<file path="src/logic/cctf_pkg.sv">
// constants shared by the capture/compare timer and its input filter
package cctf_pkg;

	// ==========================================================
	// register map (byte addresses on the register port)
	localparam logic [15:0] OFS_CTL      = 16'hff7e;
	localparam logic [15:0] OFS_COUNTER  = 16'hff70;
	localparam logic [15:0] OFS_CAPCMP   = 16'hff72;
	localparam logic [15:0] OFS_CAPONLY  = 16'hff74;
	localparam logic [15:0] OFS_EDGE     = 16'hff76;
	localparam logic [15:0] OFS_SAMPLE   = 16'hff78;

	// ==========================================================
	// control register fields
	localparam int          CTL_CE_BIT   = 7;
	localparam int          CTL_CCM_BIT  = 4;
	localparam int          CTL_CLR_BIT  = 3;
	localparam int          CTL_PRM_LSB  = 0;
	localparam logic [7:0]  CTL_WMASK    = 8'h9f;
	localparam logic [7:0]  EDGE_WMASK   = 8'h0f;

	// ==========================================================
	// reset values
	localparam logic [7:0]  CTL_RESET    = 8'h00;
	localparam logic [7:0]  EDGE_RESET   = 8'h00;
	localparam logic [7:0]  SAMPLE_RESET = 8'h00;
	localparam logic [15:0] CNT_RESET    = 16'h0000;

	// ==========================================================
	// divider exponents: count clock (PRM) or sample clock (SMP) is fclk / 2**exp
	localparam logic [3:0]  PRM_EXP0 = 4'h2;
	localparam logic [3:0]  PRM_EXP1 = 4'h3;
	localparam logic [3:0]  PRM_EXP2 = 4'h4;
	localparam logic [3:0]  PRM_EXP3 = 4'h5;
	localparam logic [3:0]  PRM_EXP4 = 4'h6;
	localparam logic [3:0]  PRM_EXP5 = 4'h8;
	localparam logic [3:0]  PRM_EXP6 = 4'h9;
	localparam logic [3:0]  PRM_EXP7 = 4'ha;
	localparam logic [3:0]  SMP_EXP0 = 4'h1;
	localparam logic [3:0]  SMP_EXP1 = 4'h2;
	localparam logic [3:0]  SMP_EXP2 = 4'h3;
	localparam logic [3:0]  SMP_EXP3 = 4'h4;
	localparam int          PRE_W    = 10;

	// ==========================================================
	// edge select codes and filter depth
	localparam logic [1:0]  EDGE_FALL = 2'h0;
	localparam logic [1:0]  EDGE_RISE = 2'h1;
	localparam logic [1:0]  EDGE_NONE = 2'h2;
	localparam logic [1:0]  EDGE_BOTH = 2'h3;
	localparam int          FILT_PTS  = 4;
	localparam int          NUM_INPUTS = 3;

endpackage

</file>
<file path="src/logic/cctf_timer.sv">
// 16-bit capture/compare timer with prescaler and filtered capture input
//
// Behaviour
// RL1: 16-bit up counter; reset clears and halts
// RL2: 3-bit prescale picks one of eight clocks
// RL3: after enable: zero on first tick, one next
// RL4: rewriting enable one does not restart counter
// RL5: clearing enable stops counter at zero
// RL6: two mode bits pick capture/compare, free/interval
// RL7: compare mode: equality raises interrupt, match remembered
// RL8: interval compare clears tick after match
// RL9: interval capture clears at valid edge
// RL10: free-running wraps after all ones
// RL11: capture mode: cc register latches counter on edge
// RL12: capture-only register latches counter on each edge
// RL13: writes hit compare storage; reads follow mode
// RL14: control bits 6 and 5 read zero
// RL15: software keeps mode/prescale fixed while enabled
// RL16: compare mode: capture input gives no interrupt
// RL17: compare and capture interrupts share one request
// RL18: edge register selects edge; bits 7-4 zero
// RL19: sampling register selects filter clocks; resets zero
// RL20: filter takes level after four agreeing samples
// RL21: pulses of three samples rejected, four pass
// RL22: edges are taken from the filtered synchronous input
`timescale 1ns/1ps

module cctf_timer
(
	// clock and reset
	input  logic        MCLK,
	input  logic        RST,
	// register port
	input  logic [15:0] ADDR,
	input  logic        WR,
	input  logic        RD,
	input  logic [15:0] WDATA,
	output logic [15:0] RDATA,
	// external inputs
	input  logic        EXT_CAPTURE_IN,
	input  logic        EXT_IN_A,
	input  logic        EXT_IN_B,
	// interrupt and filtered levels
	output logic        IRQ_CC,
	output logic        FILT_A,
	output logic        FILT_B
);

	// ==========================================================
	// decode helpers
	function automatic logic tick_at(input logic [cctf_pkg::PRE_W-1:0] pre,
		input logic [3:0] exp);
		logic [cctf_pkg::PRE_W-1:0] mask;
		mask    = (cctf_pkg::PRE_W)'((11'h001 << exp) - 11'h001);
		tick_at = ((pre & mask) == mask);
	endfunction

	function automatic logic [3:0] prm_exp(input logic [2:0] sel);
		unique case (sel)
			3'h0: prm_exp = cctf_pkg::PRM_EXP0;
			3'h1: prm_exp = cctf_pkg::PRM_EXP1;
			3'h2: prm_exp = cctf_pkg::PRM_EXP2;
			3'h3: prm_exp = cctf_pkg::PRM_EXP3;
			3'h4: prm_exp = cctf_pkg::PRM_EXP4;
			3'h5: prm_exp = cctf_pkg::PRM_EXP5;
			3'h6: prm_exp = cctf_pkg::PRM_EXP6;
			3'h7: prm_exp = cctf_pkg::PRM_EXP7;
		endcase
	endfunction

	function automatic logic [3:0] smp_exp(input logic [1:0] sel);
		unique case (sel)
			2'h0: smp_exp = cctf_pkg::SMP_EXP0;
			2'h1: smp_exp = cctf_pkg::SMP_EXP1;
			2'h2: smp_exp = cctf_pkg::SMP_EXP2;
			2'h3: smp_exp = cctf_pkg::SMP_EXP3;
		endcase
	endfunction

	// ==========================================================
	// state
	logic [cctf_pkg::PRE_W-1:0] pre_q,   pre_d;
	logic [7:0]                 ctl_q,   ctl_d;
	logic [7:0]                 edge_q,  edge_d;
	logic [7:0]                 smpc_q,  smpc_d;
	logic [15:0]                cnt_q,   cnt_d;
	logic [15:0]                cmp_q,   cmp_d;
	logic [15:0]                ccap_q,  ccap_d;
	logic [15:0]                ct_q,    ct_d;
	logic                       first_q, first_d;
	logic                       pend_q,  pend_d;
	logic                       mprev_q, mprev_d;
	logic                       lprev_q, lprev_d;
	logic                       irq_d;
	logic [15:0]                rdata_d;
	logic [cctf_pkg::NUM_INPUTS-1:0] sync1_q, sync2_q, lvl;

	logic ce, cc_mode, clr_mode, cnt_tick, match_now, match_rise, cap_edge;
	logic wr_ctl, new_ce;

	assign ce       = ctl_q[cctf_pkg::CTL_CE_BIT];
	assign cc_mode  = ctl_q[cctf_pkg::CTL_CCM_BIT];             // [RL6]
	assign clr_mode = ctl_q[cctf_pkg::CTL_CLR_BIT];
	assign wr_ctl   = WR && (ADDR == cctf_pkg::OFS_CTL);
	assign new_ce   = WDATA[cctf_pkg::CTL_CE_BIT];
	// one count tick per selected divided clock [RL2]
	assign cnt_tick = tick_at(pre_q, prm_exp(ctl_q[cctf_pkg::CTL_PRM_LSB +: 3]));

	// ==========================================================
	// input synchronisers and filters
	logic [cctf_pkg::NUM_INPUTS-1:0] raw_in;
	assign raw_in = {EXT_IN_B, EXT_IN_A, EXT_CAPTURE_IN};

	always_ff @(posedge MCLK)
	begin
		if (RST)
		begin
			sync1_q <= '0;
			sync2_q <= '0;
		end
		else
		begin
			sync1_q <= raw_in;
			sync2_q <= sync1_q;
		end
	end

	genvar gi;
	generate
		for (gi = 0; gi < cctf_pkg::NUM_INPUTS; gi++)
		begin : g_filt
			logic smp_en;
			// each input has its own sampling clock select [RL19]
			assign smp_en = tick_at(pre_q, smp_exp(smpc_q[2*gi +: 2]));
			cctf_filter u_filt
			(
				.clk       (MCLK),
				.rst       (RST),
				.sample_en (smp_en),
				.din       (sync2_q[gi]),
				.level_q   (lvl[gi])
			);
		end
	endgenerate

	assign FILT_A = lvl[1];
	assign FILT_B = lvl[2];

	// ==========================================================
	// edge and match detection
	always_comb
	begin
		// edges come from the filtered level only [RL22] [RL18]
		unique case (edge_q[1:0])
			cctf_pkg::EDGE_FALL: cap_edge = lprev_q & ~lvl[0];
			cctf_pkg::EDGE_RISE: cap_edge = ~lprev_q & lvl[0];
			cctf_pkg::EDGE_NONE: cap_edge = 1'b0;
			cctf_pkg::EDGE_BOTH: cap_edge = lprev_q ^ lvl[0];
		endcase
		// compare runs continuously while counting [RL7]
		match_now  = ce && cc_mode && (cnt_q == cmp_q);
		match_rise = match_now && !mprev_q;
	end

	// ==========================================================
	// counter and register next state
	always_comb
	begin
		pre_d   = pre_q + 1'b1;
		ctl_d   = ctl_q;
		edge_d  = edge_q;
		smpc_d  = smpc_q;
		cmp_d   = cmp_q;
		cnt_d   = cnt_q;
		first_d = first_q;
		// the match is held until the tick that consumes it [RL7]
		pend_d  = (pend_q && !cnt_tick) || match_rise;
		mprev_d = match_now;
		lprev_d = lvl[0];
		ccap_d  = ccap_q;
		ct_d    = ct_q;
		// one shared request for match and capture edge [RL17] [RL16]
		irq_d   = match_rise || (cap_edge && !cc_mode);
		rdata_d = RDATA;

		if (cap_edge)
		begin
			ct_d = cnt_q;                                   // [RL12]
			if (!cc_mode)
				ccap_d = cnt_q;                             // [RL11]
		end

		if (WR)
		begin
			unique case (ADDR)
				cctf_pkg::OFS_CTL:    ctl_d  = WDATA[7:0] & cctf_pkg::CTL_WMASK;  // [RL14]
				cctf_pkg::OFS_EDGE:   edge_d = WDATA[7:0] & cctf_pkg::EDGE_WMASK; // [RL18]
				cctf_pkg::OFS_SAMPLE: smpc_d = WDATA[7:0];
				cctf_pkg::OFS_CAPCMP: cmp_d  = WDATA;       // [RL13]
				default:              ;
			endcase
		end

		if (wr_ctl && !new_ce)
		begin
			cnt_d   = cctf_pkg::CNT_RESET;                  // [RL5]
			first_d = 1'b0;
			pend_d  = 1'b0;
		end
		else if (wr_ctl && new_ce && !ce)
		begin
			// start: the first tick only arms the count [RL3]
			cnt_d   = cctf_pkg::CNT_RESET;
			first_d = 1'b1;
			pend_d  = 1'b0;
		end
		else if (ce)
		begin
			// a repeated enable write lands here untouched [RL4]
			if (!cc_mode && clr_mode && cap_edge)
			begin
				cnt_d   = cctf_pkg::CNT_RESET;              // [RL9]
				first_d = 1'b0;
			end
			else if (cnt_tick)
			begin
				if (first_q)
					first_d = 1'b0;                         // [RL3]
				else if (cc_mode && clr_mode && pend_q)
					cnt_d = cctf_pkg::CNT_RESET;            // [RL8]
				else
					cnt_d = cnt_q + 1'b1;                   // [RL1] [RL10]
			end
		end

		if (RD)
		begin
			unique case (ADDR)
				cctf_pkg::OFS_CTL:     rdata_d = {8'h00, ctl_q};
				cctf_pkg::OFS_EDGE:    rdata_d = {8'h00, edge_q};
				cctf_pkg::OFS_SAMPLE:  rdata_d = {8'h00, smpc_q};
				cctf_pkg::OFS_COUNTER: rdata_d = cnt_q;
				cctf_pkg::OFS_CAPCMP:  rdata_d = cc_mode ? cmp_q : ccap_q; // [RL13]
				cctf_pkg::OFS_CAPONLY: rdata_d = ct_q;
				default:               rdata_d = 16'h0000;
			endcase
		end
	end

	// mode and prescale are assumed steady while counting [RL15] [RL6]
	always_ff @(posedge MCLK)
	begin
		if (RST)
		begin
			pre_q   <= '0;
			ctl_q   <= cctf_pkg::CTL_RESET;                 // [RL1]
			edge_q  <= cctf_pkg::EDGE_RESET;
			smpc_q  <= cctf_pkg::SAMPLE_RESET;              // [RL19]
			cnt_q   <= cctf_pkg::CNT_RESET;                 // [RL1]
			cmp_q   <= 16'h0000;
			ccap_q  <= 16'h0000;
			ct_q    <= 16'h0000;
			first_q <= 1'b0;
			pend_q  <= 1'b0;
			mprev_q <= 1'b0;
			lprev_q <= 1'b0;
			IRQ_CC  <= 1'b0;
			RDATA   <= 16'h0000;
		end
		else
		begin
			pre_q   <= pre_d;
			ctl_q   <= ctl_d;
			edge_q  <= edge_d;
			smpc_q  <= smpc_d;
			cnt_q   <= cnt_d;
			cmp_q   <= cmp_d;
			ccap_q  <= ccap_d;
			ct_q    <= ct_d;
			first_q <= first_d;
			pend_q  <= pend_d;
			mprev_q <= mprev_d;
			lprev_q <= lprev_d;
			IRQ_CC  <= irq_d;
			RDATA   <= rdata_d;
		end
	end

	// ==========================================================
	// checks
	a_reset_clears: assert property (@(posedge MCLK) // [RL1]
		RST |=> (cnt_q == 16'h0000) && !ce)
		else $error("reset did not clear and halt the counter");

	a_stop_holds_zero: assert property (@(posedge MCLK) disable iff (RST) // [RL5]
		!ce |-> (cnt_q == 16'h0000))
		else $error("counter not zero while disabled");

	a_first_tick: assert property (@(posedge MCLK) disable iff (RST) // [RL3]
		(ce && first_q && cnt_tick && !wr_ctl && !cap_edge) |=> (cnt_q == 16'h0000) && !first_q)
		else $error("first count tick after enable moved the counter");

	a_free_step: assert property (@(posedge MCLK) disable iff (RST) // [RL10]
		(ce && !clr_mode && cnt_tick && !first_q && !wr_ctl)
		|=> (cnt_q == $past(cnt_q) + 16'h0001))
		else $error("free-running counter did not step or wrap");

	a_hold_no_tick: assert property (@(posedge MCLK) disable iff (RST) // [RL2]
		(!cnt_tick && !cap_edge && !wr_ctl) |=> $stable(cnt_q))
		else $error("counter moved without a count tick");

	a_restart_none: assert property (@(posedge MCLK) disable iff (RST) // [RL4]
		(ce && wr_ctl && new_ce && !cnt_tick && !cap_edge) |=> $stable(cnt_q) && ce)
		else $error("repeated enable write disturbed the counter");

	a_int_clear: assert property (@(posedge MCLK) disable iff (RST) // [RL8]
		(ce && cc_mode && clr_mode && pend_q && cnt_tick && !first_q && !wr_ctl)
		|=> (cnt_q == 16'h0000))
		else $error("interval compare did not clear after match");

	a_cap_clear: assert property (@(posedge MCLK) disable iff (RST) // [RL9]
		(ce && !cc_mode && clr_mode && cap_edge && !wr_ctl) |=> (cnt_q == 16'h0000))
		else $error("interval capture did not clear on edge");

	a_cc_capture: assert property (@(posedge MCLK) disable iff (RST) // [RL11]
		(cap_edge && !cc_mode) |=> (ccap_q == $past(cnt_q)) && (ct_q == $past(cnt_q)))
		else $error("capture registers missed the counter value");

	a_match_irq: assert property (@(posedge MCLK) disable iff (RST) // [RL7]
		(match_rise && !wr_ctl) |=> IRQ_CC && pend_q)
		else $error("compare match gave no request");

	a_no_ext_irq: assert property (@(posedge MCLK) disable iff (RST) // [RL16]
		(cc_mode && !match_rise) |=> !IRQ_CC)
		else $error("capture input raised a request in compare mode");

	a_fixed_zero: assert property (@(posedge MCLK) disable iff (RST) // [RL14]
		(ctl_q[6:5] == 2'h0) && (edge_q[7:4] == 4'h0))
		else $error("fixed-zero control bits set");

endmodule

</file>
<file path="src/logic/cctf_filter.sv">
// four-point sampling noise filter for one synchronised input
`timescale 1ns/1ps

module cctf_filter
(
	// clock and reset
	input  logic clk,
	input  logic rst,
	// sample strobe and synchronised input
	input  logic sample_en,
	input  logic din,
	// accepted level
	output logic level_q
);

	logic [cctf_pkg::FILT_PTS-1:0] smp_q;
	logic [cctf_pkg::FILT_PTS-1:0] smp_d;
	logic                          level_d;

	// ==========================================================
	// sample shift and agreement
	always_comb
	begin
		smp_d   = smp_q;
		level_d = level_q;
		if (sample_en)
		begin
			smp_d = {smp_q[cctf_pkg::FILT_PTS-2:0], din};
			// a level is taken only when four samples agree [RL20] [RL21]
			if (&smp_d)
				level_d = 1'b1;
			else if (~|smp_d)
				level_d = 1'b0;
		end
	end

	always_ff @(posedge clk)
	begin
		if (rst)
		begin
			smp_q   <= '0;
			level_q <= 1'b0;
		end
		else
		begin
			smp_q   <= smp_d;
			level_q <= level_d;
		end
	end

	// ==========================================================
	// checks
	a_level_agree: assert property (@(posedge clk) disable iff (rst) // [RL20]
		$changed(level_q) |-> (smp_q == {cctf_pkg::FILT_PTS{level_q}}))
		else $error("filter level changed without four agreeing samples");

endmodule

</file>
<file path="config.mk">
export PLATFORM = sky130hd
export DESIGN_NAME = cctf_timer
export DESIGN_NICKNAME = d
export VERILOG_FILES = /design/src/logic/cctf_pkg.sv /design/src/logic/cctf_timer.sv /design/src/logic/cctf_filter.sv
export SDC_FILE = /design/constraint.sdc
export NUM_CORES = 1
export LEC_CHECK = 0
export BUFFER_PORTS_ARGS = -buffer_cell sky130_fd_sc_hd__buf_2
export CORE_ASPECT_RATIO = 0.5
export CORE_UTILIZATION = 45
export DETAILED_ROUTE_END_ITERATION = 7
export SYNTH_ARGS = -nofsm -noshare
export SYNTH_HDL_FRONTEND = slang
export SYNTH_SLANG_ARGS = --single-unit
</file>
<file path="constraint.sdc">
create_clock -name MCLK -period 3.4 [get_ports MCLK]
set_clock_uncertainty 0.2 [all_clocks]
set_input_delay 0.17 -clock MCLK [delete_from_list [all_inputs] [get_ports MCLK]]
set_output_delay 0.17 -clock MCLK [all_outputs]
set_load 0.01 [all_outputs]
</file>
* Word-level counts from Yosys, hierarchy flattened
Memories as Yosys holds them, arrays and structs flattened. A register that Yosys moved wholly into a read port is not among the register bits. Index checks and enable logic that the tools add are counted.
Word-level totals: bits in registers 131, ROM bits 32, input bits 39, memories 1
Operators by class: add/sub/neg operators 6, equality and inequality tests 27, shifts and indexed selects 4, multiplexer cells 22, bitwise gates (word level) 10, reduce and logical (&&, ||, !) cells 45
Memory list:
- (name not given) | depth 8, bits a word 4, rd ports 1, clocked after Yosys merged registers in 1, write ports 0, line cctf_timer.sv:59 | unique case (sel)
Operators with widths (number):
- $eq 16x16->1 const B | 6
- $pmux 16 s6 | 1
- $mux 16 | 5
- $pmux 4 s4 | 3
- $and 10x10->10 | 4
- $eq 10x10->1 | 4
- $shl 1x4->10 const A | 4
- $sub 10x1->10 const B | 4
- $reduce_and 2->1 | 9
- $add 16x1->16 const B | 1
- $eq 16x16->1 | 1
- $eq 2x2->1 const B | 8
- $logic_and 1x1->1 | 13
- $reduce_and 4->1 | 3
- $reduce_or 4->1 | 3
- $add 10x1->10 const B | 1
- $mux 1 | 10
- $eq 2x1->1 const B | 4
- $logic_not 2->1 | 4
- $ne 2x1->1 const B | 4
- $mux 3 | 2
- $logic_not 1->1 | 5
- $pmux 1 s4 | 1
- $reduce_bool 2->1 | 2
- other kinds (8) | 12

* Logic depth before layout (Yosys ltp)
depth after elaboration 8, gate-level depth with buffers 11, mapped depth without buffers 9

* Cells and area by module
Synthesis repeated with hierarchy kept, for this count alone.
Second synthesis, totals: cell total of the unflattened synthesis 788, area total of the unflattened synthesis 6525.0 µm²
By module, submodules not included:
- cctf_timer | times used 1, cells each 746, area each 6074.6 µm², seq. area each 2462.4 µm²
- cctf_filter | times used 3, cells each 14, area each 150.1 µm², seq. area each 80.1 µm²

* Least setup slack after synthesis
No wires, ideal clock.
path type flip-flop to flip-flop, from register (tool-made name), to register cnt_q[12], library setup time 0.129 ns, arrival 2.246 ns, data required time 3.071 ns, path slack 0.825 ns, stages on the path, launching flop included 12, period minus slack after synthesis 2.575 ns, path through dfxtp_1 buf_6 nor4_4 inv_1 ha_1 and2b_2 mux2i_1 nor4b_4 a32oi_2 buf_4 o211ai_1 o31ai_2
RTL lines:
- end signal, assigned | line cctf_timer.sv:259 | cnt_q <= cctf_pkg::CNT_RESET;
- end signal, assigned | line cctf_timer.sv:276 | cnt_q <= cnt_d;
- end, declared | line cctf_timer.sv:86 | logic [15:0] cnt_q, cnt_d;

==> flow_metrics.tcl <==
set metrics [dict create \
    syn-cell-area_sq_um 6540 \
    ir_worst_vdd_v 0.000263 \
    seq_area_frac_synth 0.413 \
    max-clock-path-buffers 2 \
    cts-resized-gates 0 \
    routedWlPerCell_microns 16.8 \
    grt_setup_unrepaired "false" \
    io_buffer_count 57 \
    path_delay_family "compound AO/OA/AOI/OAI gates" \
    nets 858 \
    p_leak_nw 3.00 \
    grt_max_degree 61 \
    dp_hpwl_microns 11400 \
    dieArea_sq_um 15000 \
    vias 5595 \
    firstDrtPassIters 7 \
    syn_avg_cell_area_sq_um 8.64 \
    hold_class "in -> reg" \
    critPathCaptureType "flop" \
    power_density_nw_per_um2 473 \
    drc 0 \
    min_period_ns 3.04 \
    antenna_found_initial 0 \
    worst-setup-path-type "reg -> reg" \
    period_share 0.895 \
    ys_types 71 \
    cts_sinks 135 \
    worstRegToRegCells 9 \
    dieWidth_microns 172 \
    htree_levels 4 \
    avgViaCountPerCell 5.52 \
    postRouteAntennaNets 0 \
    hold_viol 0 \
    initial_core_util 0.472 \
    layout-drive-gt1-share 0.178 \
    setup_tns_ns 0 \
    ys_ff_latch 135 \
    timing.rr.end "cnt_q[6]" \
    overflow 0 \
    worstMarginPinSlew_ns 1.15 \
    antenna_cells 0 \
    core_area_sq_um 13900 \
    path_depth 9 \
    ys_async_sr_fraction 0 \
    drv_slew 0 \
    insertion_delay_ns 0.41 \
    cp_num_buf_inv 1 \
    std_cell_rows 30 \
    area_growth_pct 17.6 \
    grt_pass1_wl_microns 27500 \
    gp_congestion 0.836 \
    crit_required_ns 3.53 \
    wl_microns 17000 \
    cp_max_fo 17 \
    io_pins 58 \
    slew_headroom 0.234 \
    synth_edf_count 0 \
    dp.cells 961 \
    syn_inst 757 \
    grt.total_usage 0.239 \
    grt_pass1_vias 5209 \
    synth_ff_type "dfxtp_1" \
    cts_root_buf "clkbuf_16" \
    cp_cell_sequence "nor4_4, inv_1, ha_1, nor3_1, a21oi_1, o22a_2, a32oi_2, o21ai_0, o22ai_1" \
    critPathCapture "cnt_q[6]" \
    worst-endpoint-arrival_ns 3.18 \
    setup_viol 0 \
    stdcell_count 1013 \
    fmax_ghz 0.328 \
    cts_tree "done" \
    worst_setup_path_start_kind "flop" \
    status "finished clean" \
    critical-path-max-stage-delay_ns 0.73 \
    r2r_setup_slack_ns 0.36 \
    cts.clk_slew.worst_paths_ns 0.06 \
    slowest_stage "a32oi_2" \
    max_cap_viol_count 0 \
    fillers 1259 \
    synth_nets 807 \
    cts_buffers 17 \
    yosysWarningCount 0 \
    die_y_microns 87.2 \
    first_iter_violations 571 \
]
report_power, final:
part / leakage [nW] / switching (mW) / internal (mW)
Clock: 0.290 / 0.733 / 1.15
Sequential: 1.09 / 0.0119 / 1.59
Combinational: 1.61 / 0.0824 / 0.0611
cell usage in the layout (no fill, tap or decap), drive strengths merged, types with 11 or more instances in the layout:
| master | netlist | layout |
|---|---|---|
| a21oi | 65 | 65 |
| o21ai | 26 | 26 |
| o211ai | 11 | 11 |
| and3 | 14 | 14 |
| dfxtp | 135 | 135 |
| buf | 23 | 72 |
| nand2 | 92 | 92 |
| dlygate4sd3 | 0 | 20 |
| ha | 11 | 11 |
| nor2 | 81 | 81 |
| clkbuf | 36 | 20 |
| mux2i | 44 | 44 |
| nand3 | 49 | 49 |
| mux2 | 12 | 12 |
| inv | 19 | 23 |
| xor2 | 19 | 19 |
cell type report:
type                       count  area [sq um]  area share
multi-input combinational    543          3460       0.451
sequential                   135          2700       0.352
timing repair buffer          92           601      0.0781
clock buffer                  20           467      0.0607
tap                          192           240      0.0313
clock inverter                12           140      0.0182
inverter                      19          71.3     0.00928
how the worst min path moves through the flow:
stage                         from    endpoint  cells after the start
finish                          RD    RDATA[7]                      3
global route                    RD    RDATA[2]                      3
CTS                             RD    RDATA[7]                      3
detailed placement        EXT_IN_B  sync1_q[2]                      2
global placement    EXT_CAPTURE_IN  sync1_q[0]                      2
floorplan           EXT_CAPTURE_IN  sync1_q[0]                      1
repair_timing:
item,in CTS,in global routing
hold buffers,20,0
endpoints found under the hold margin,43,0
setup buffers,0,0
through the flow:
stage | utilization | worst slack [ns] | area [sq um] | power (mW) | hold WS, ns
3_5_place_dp | 0.497 | 0.404 | 6880 | 1.77 | 0.186
4_1_cts | 0.555 | 0.370 | 7690 | 3.66 | 0.0343
3_3_place_gp | 0.497 | 0.476 | 6880 | 1.76 | 0.178
6_report | 0.555 | 0.356 | 7690 | 3.63 | 0.0538
2_1_floorplan | - | 0.825 | 6540 | 1.71 | 0.0982
5_1_grt | 0.555 | 0.190 | 7690 | 3.76 | 0.0811
worst min-delay path, cell delays in order:
cell	delay (ns)
buf_2	0.24
nor2_1	0.14
a311oi_1	0.05
Yosys cell counts (all sizes together) (3+ instances only):
master,number,area [sq um]
a21oi,65,325
a221o,3,30.0
a222oi,9,90.1
a22oi,4,30.0
a311oi,9,85.1
a31oi,4,25.0
and2,3,18.8
and3,14,91.3
buf,23,149
clkbuf,36,145
dfxtp,135,2700
ha,11,138
inv,19,71.3
mux2,12,135
mux2i,44,440
nand2,92,345
nand2b,3,18.8
nand3,49,245
nand4,6,43.8
nor2,81,304
nor2b,7,43.8
nor3,3,15.0
nor3b,3,22.5
nor4,7,73.8
o211ai,11,82.6
o21ai,26,130
o221ai,4,41.3
o31ai,8,95.1
o41ai,4,35.0
or2,5,33.8
or3b,3,26.3
xnor2,6,52.6
xor2,19,166
logic make-up after synthesis:
logic type / Yosys count / share of synthesized area
AOI/OAI and AO/OA: 160 / 0.167
adders and majority gates: 11 / 0.0211
muxes: 56 / 0.0880
DFF: 135 / 0.413
buffers and inverters: 79 / 0.0578
and+or+nand+nor: 291 / 0.220
xor gates and xnor gates: 25 / 0.0335
flip-flops by register name, summed over array words and instances, names as in the netlist, named ones only:
name	flops
g_filt.u_filt.level_q	3
smpc_q	8
ct_q	16
ccap_q	16
lprev_q	1
RDATA	16
edge_q	4
first_q	1
ctl_q	6
pre_q	10
sync2_q	3
cmp_q	16
cnt_q	16
mprev_q	1
IRQ_CC	1
g_filt.u_filt.smp_q	9
sync1_q	3
pend_q	1
layer usage:
layer / part of all wire / wire length, microns / track usage
met5: 0 / 0 / 0
met4: 0.013 / 222 / 0.0716
met3: 0.051 / 871 / 0.0513
met2: 0.46 / 7800 / 0.382
met1: 0.48 / 8080 / 0.326
(Power assumes the default switching activity.)
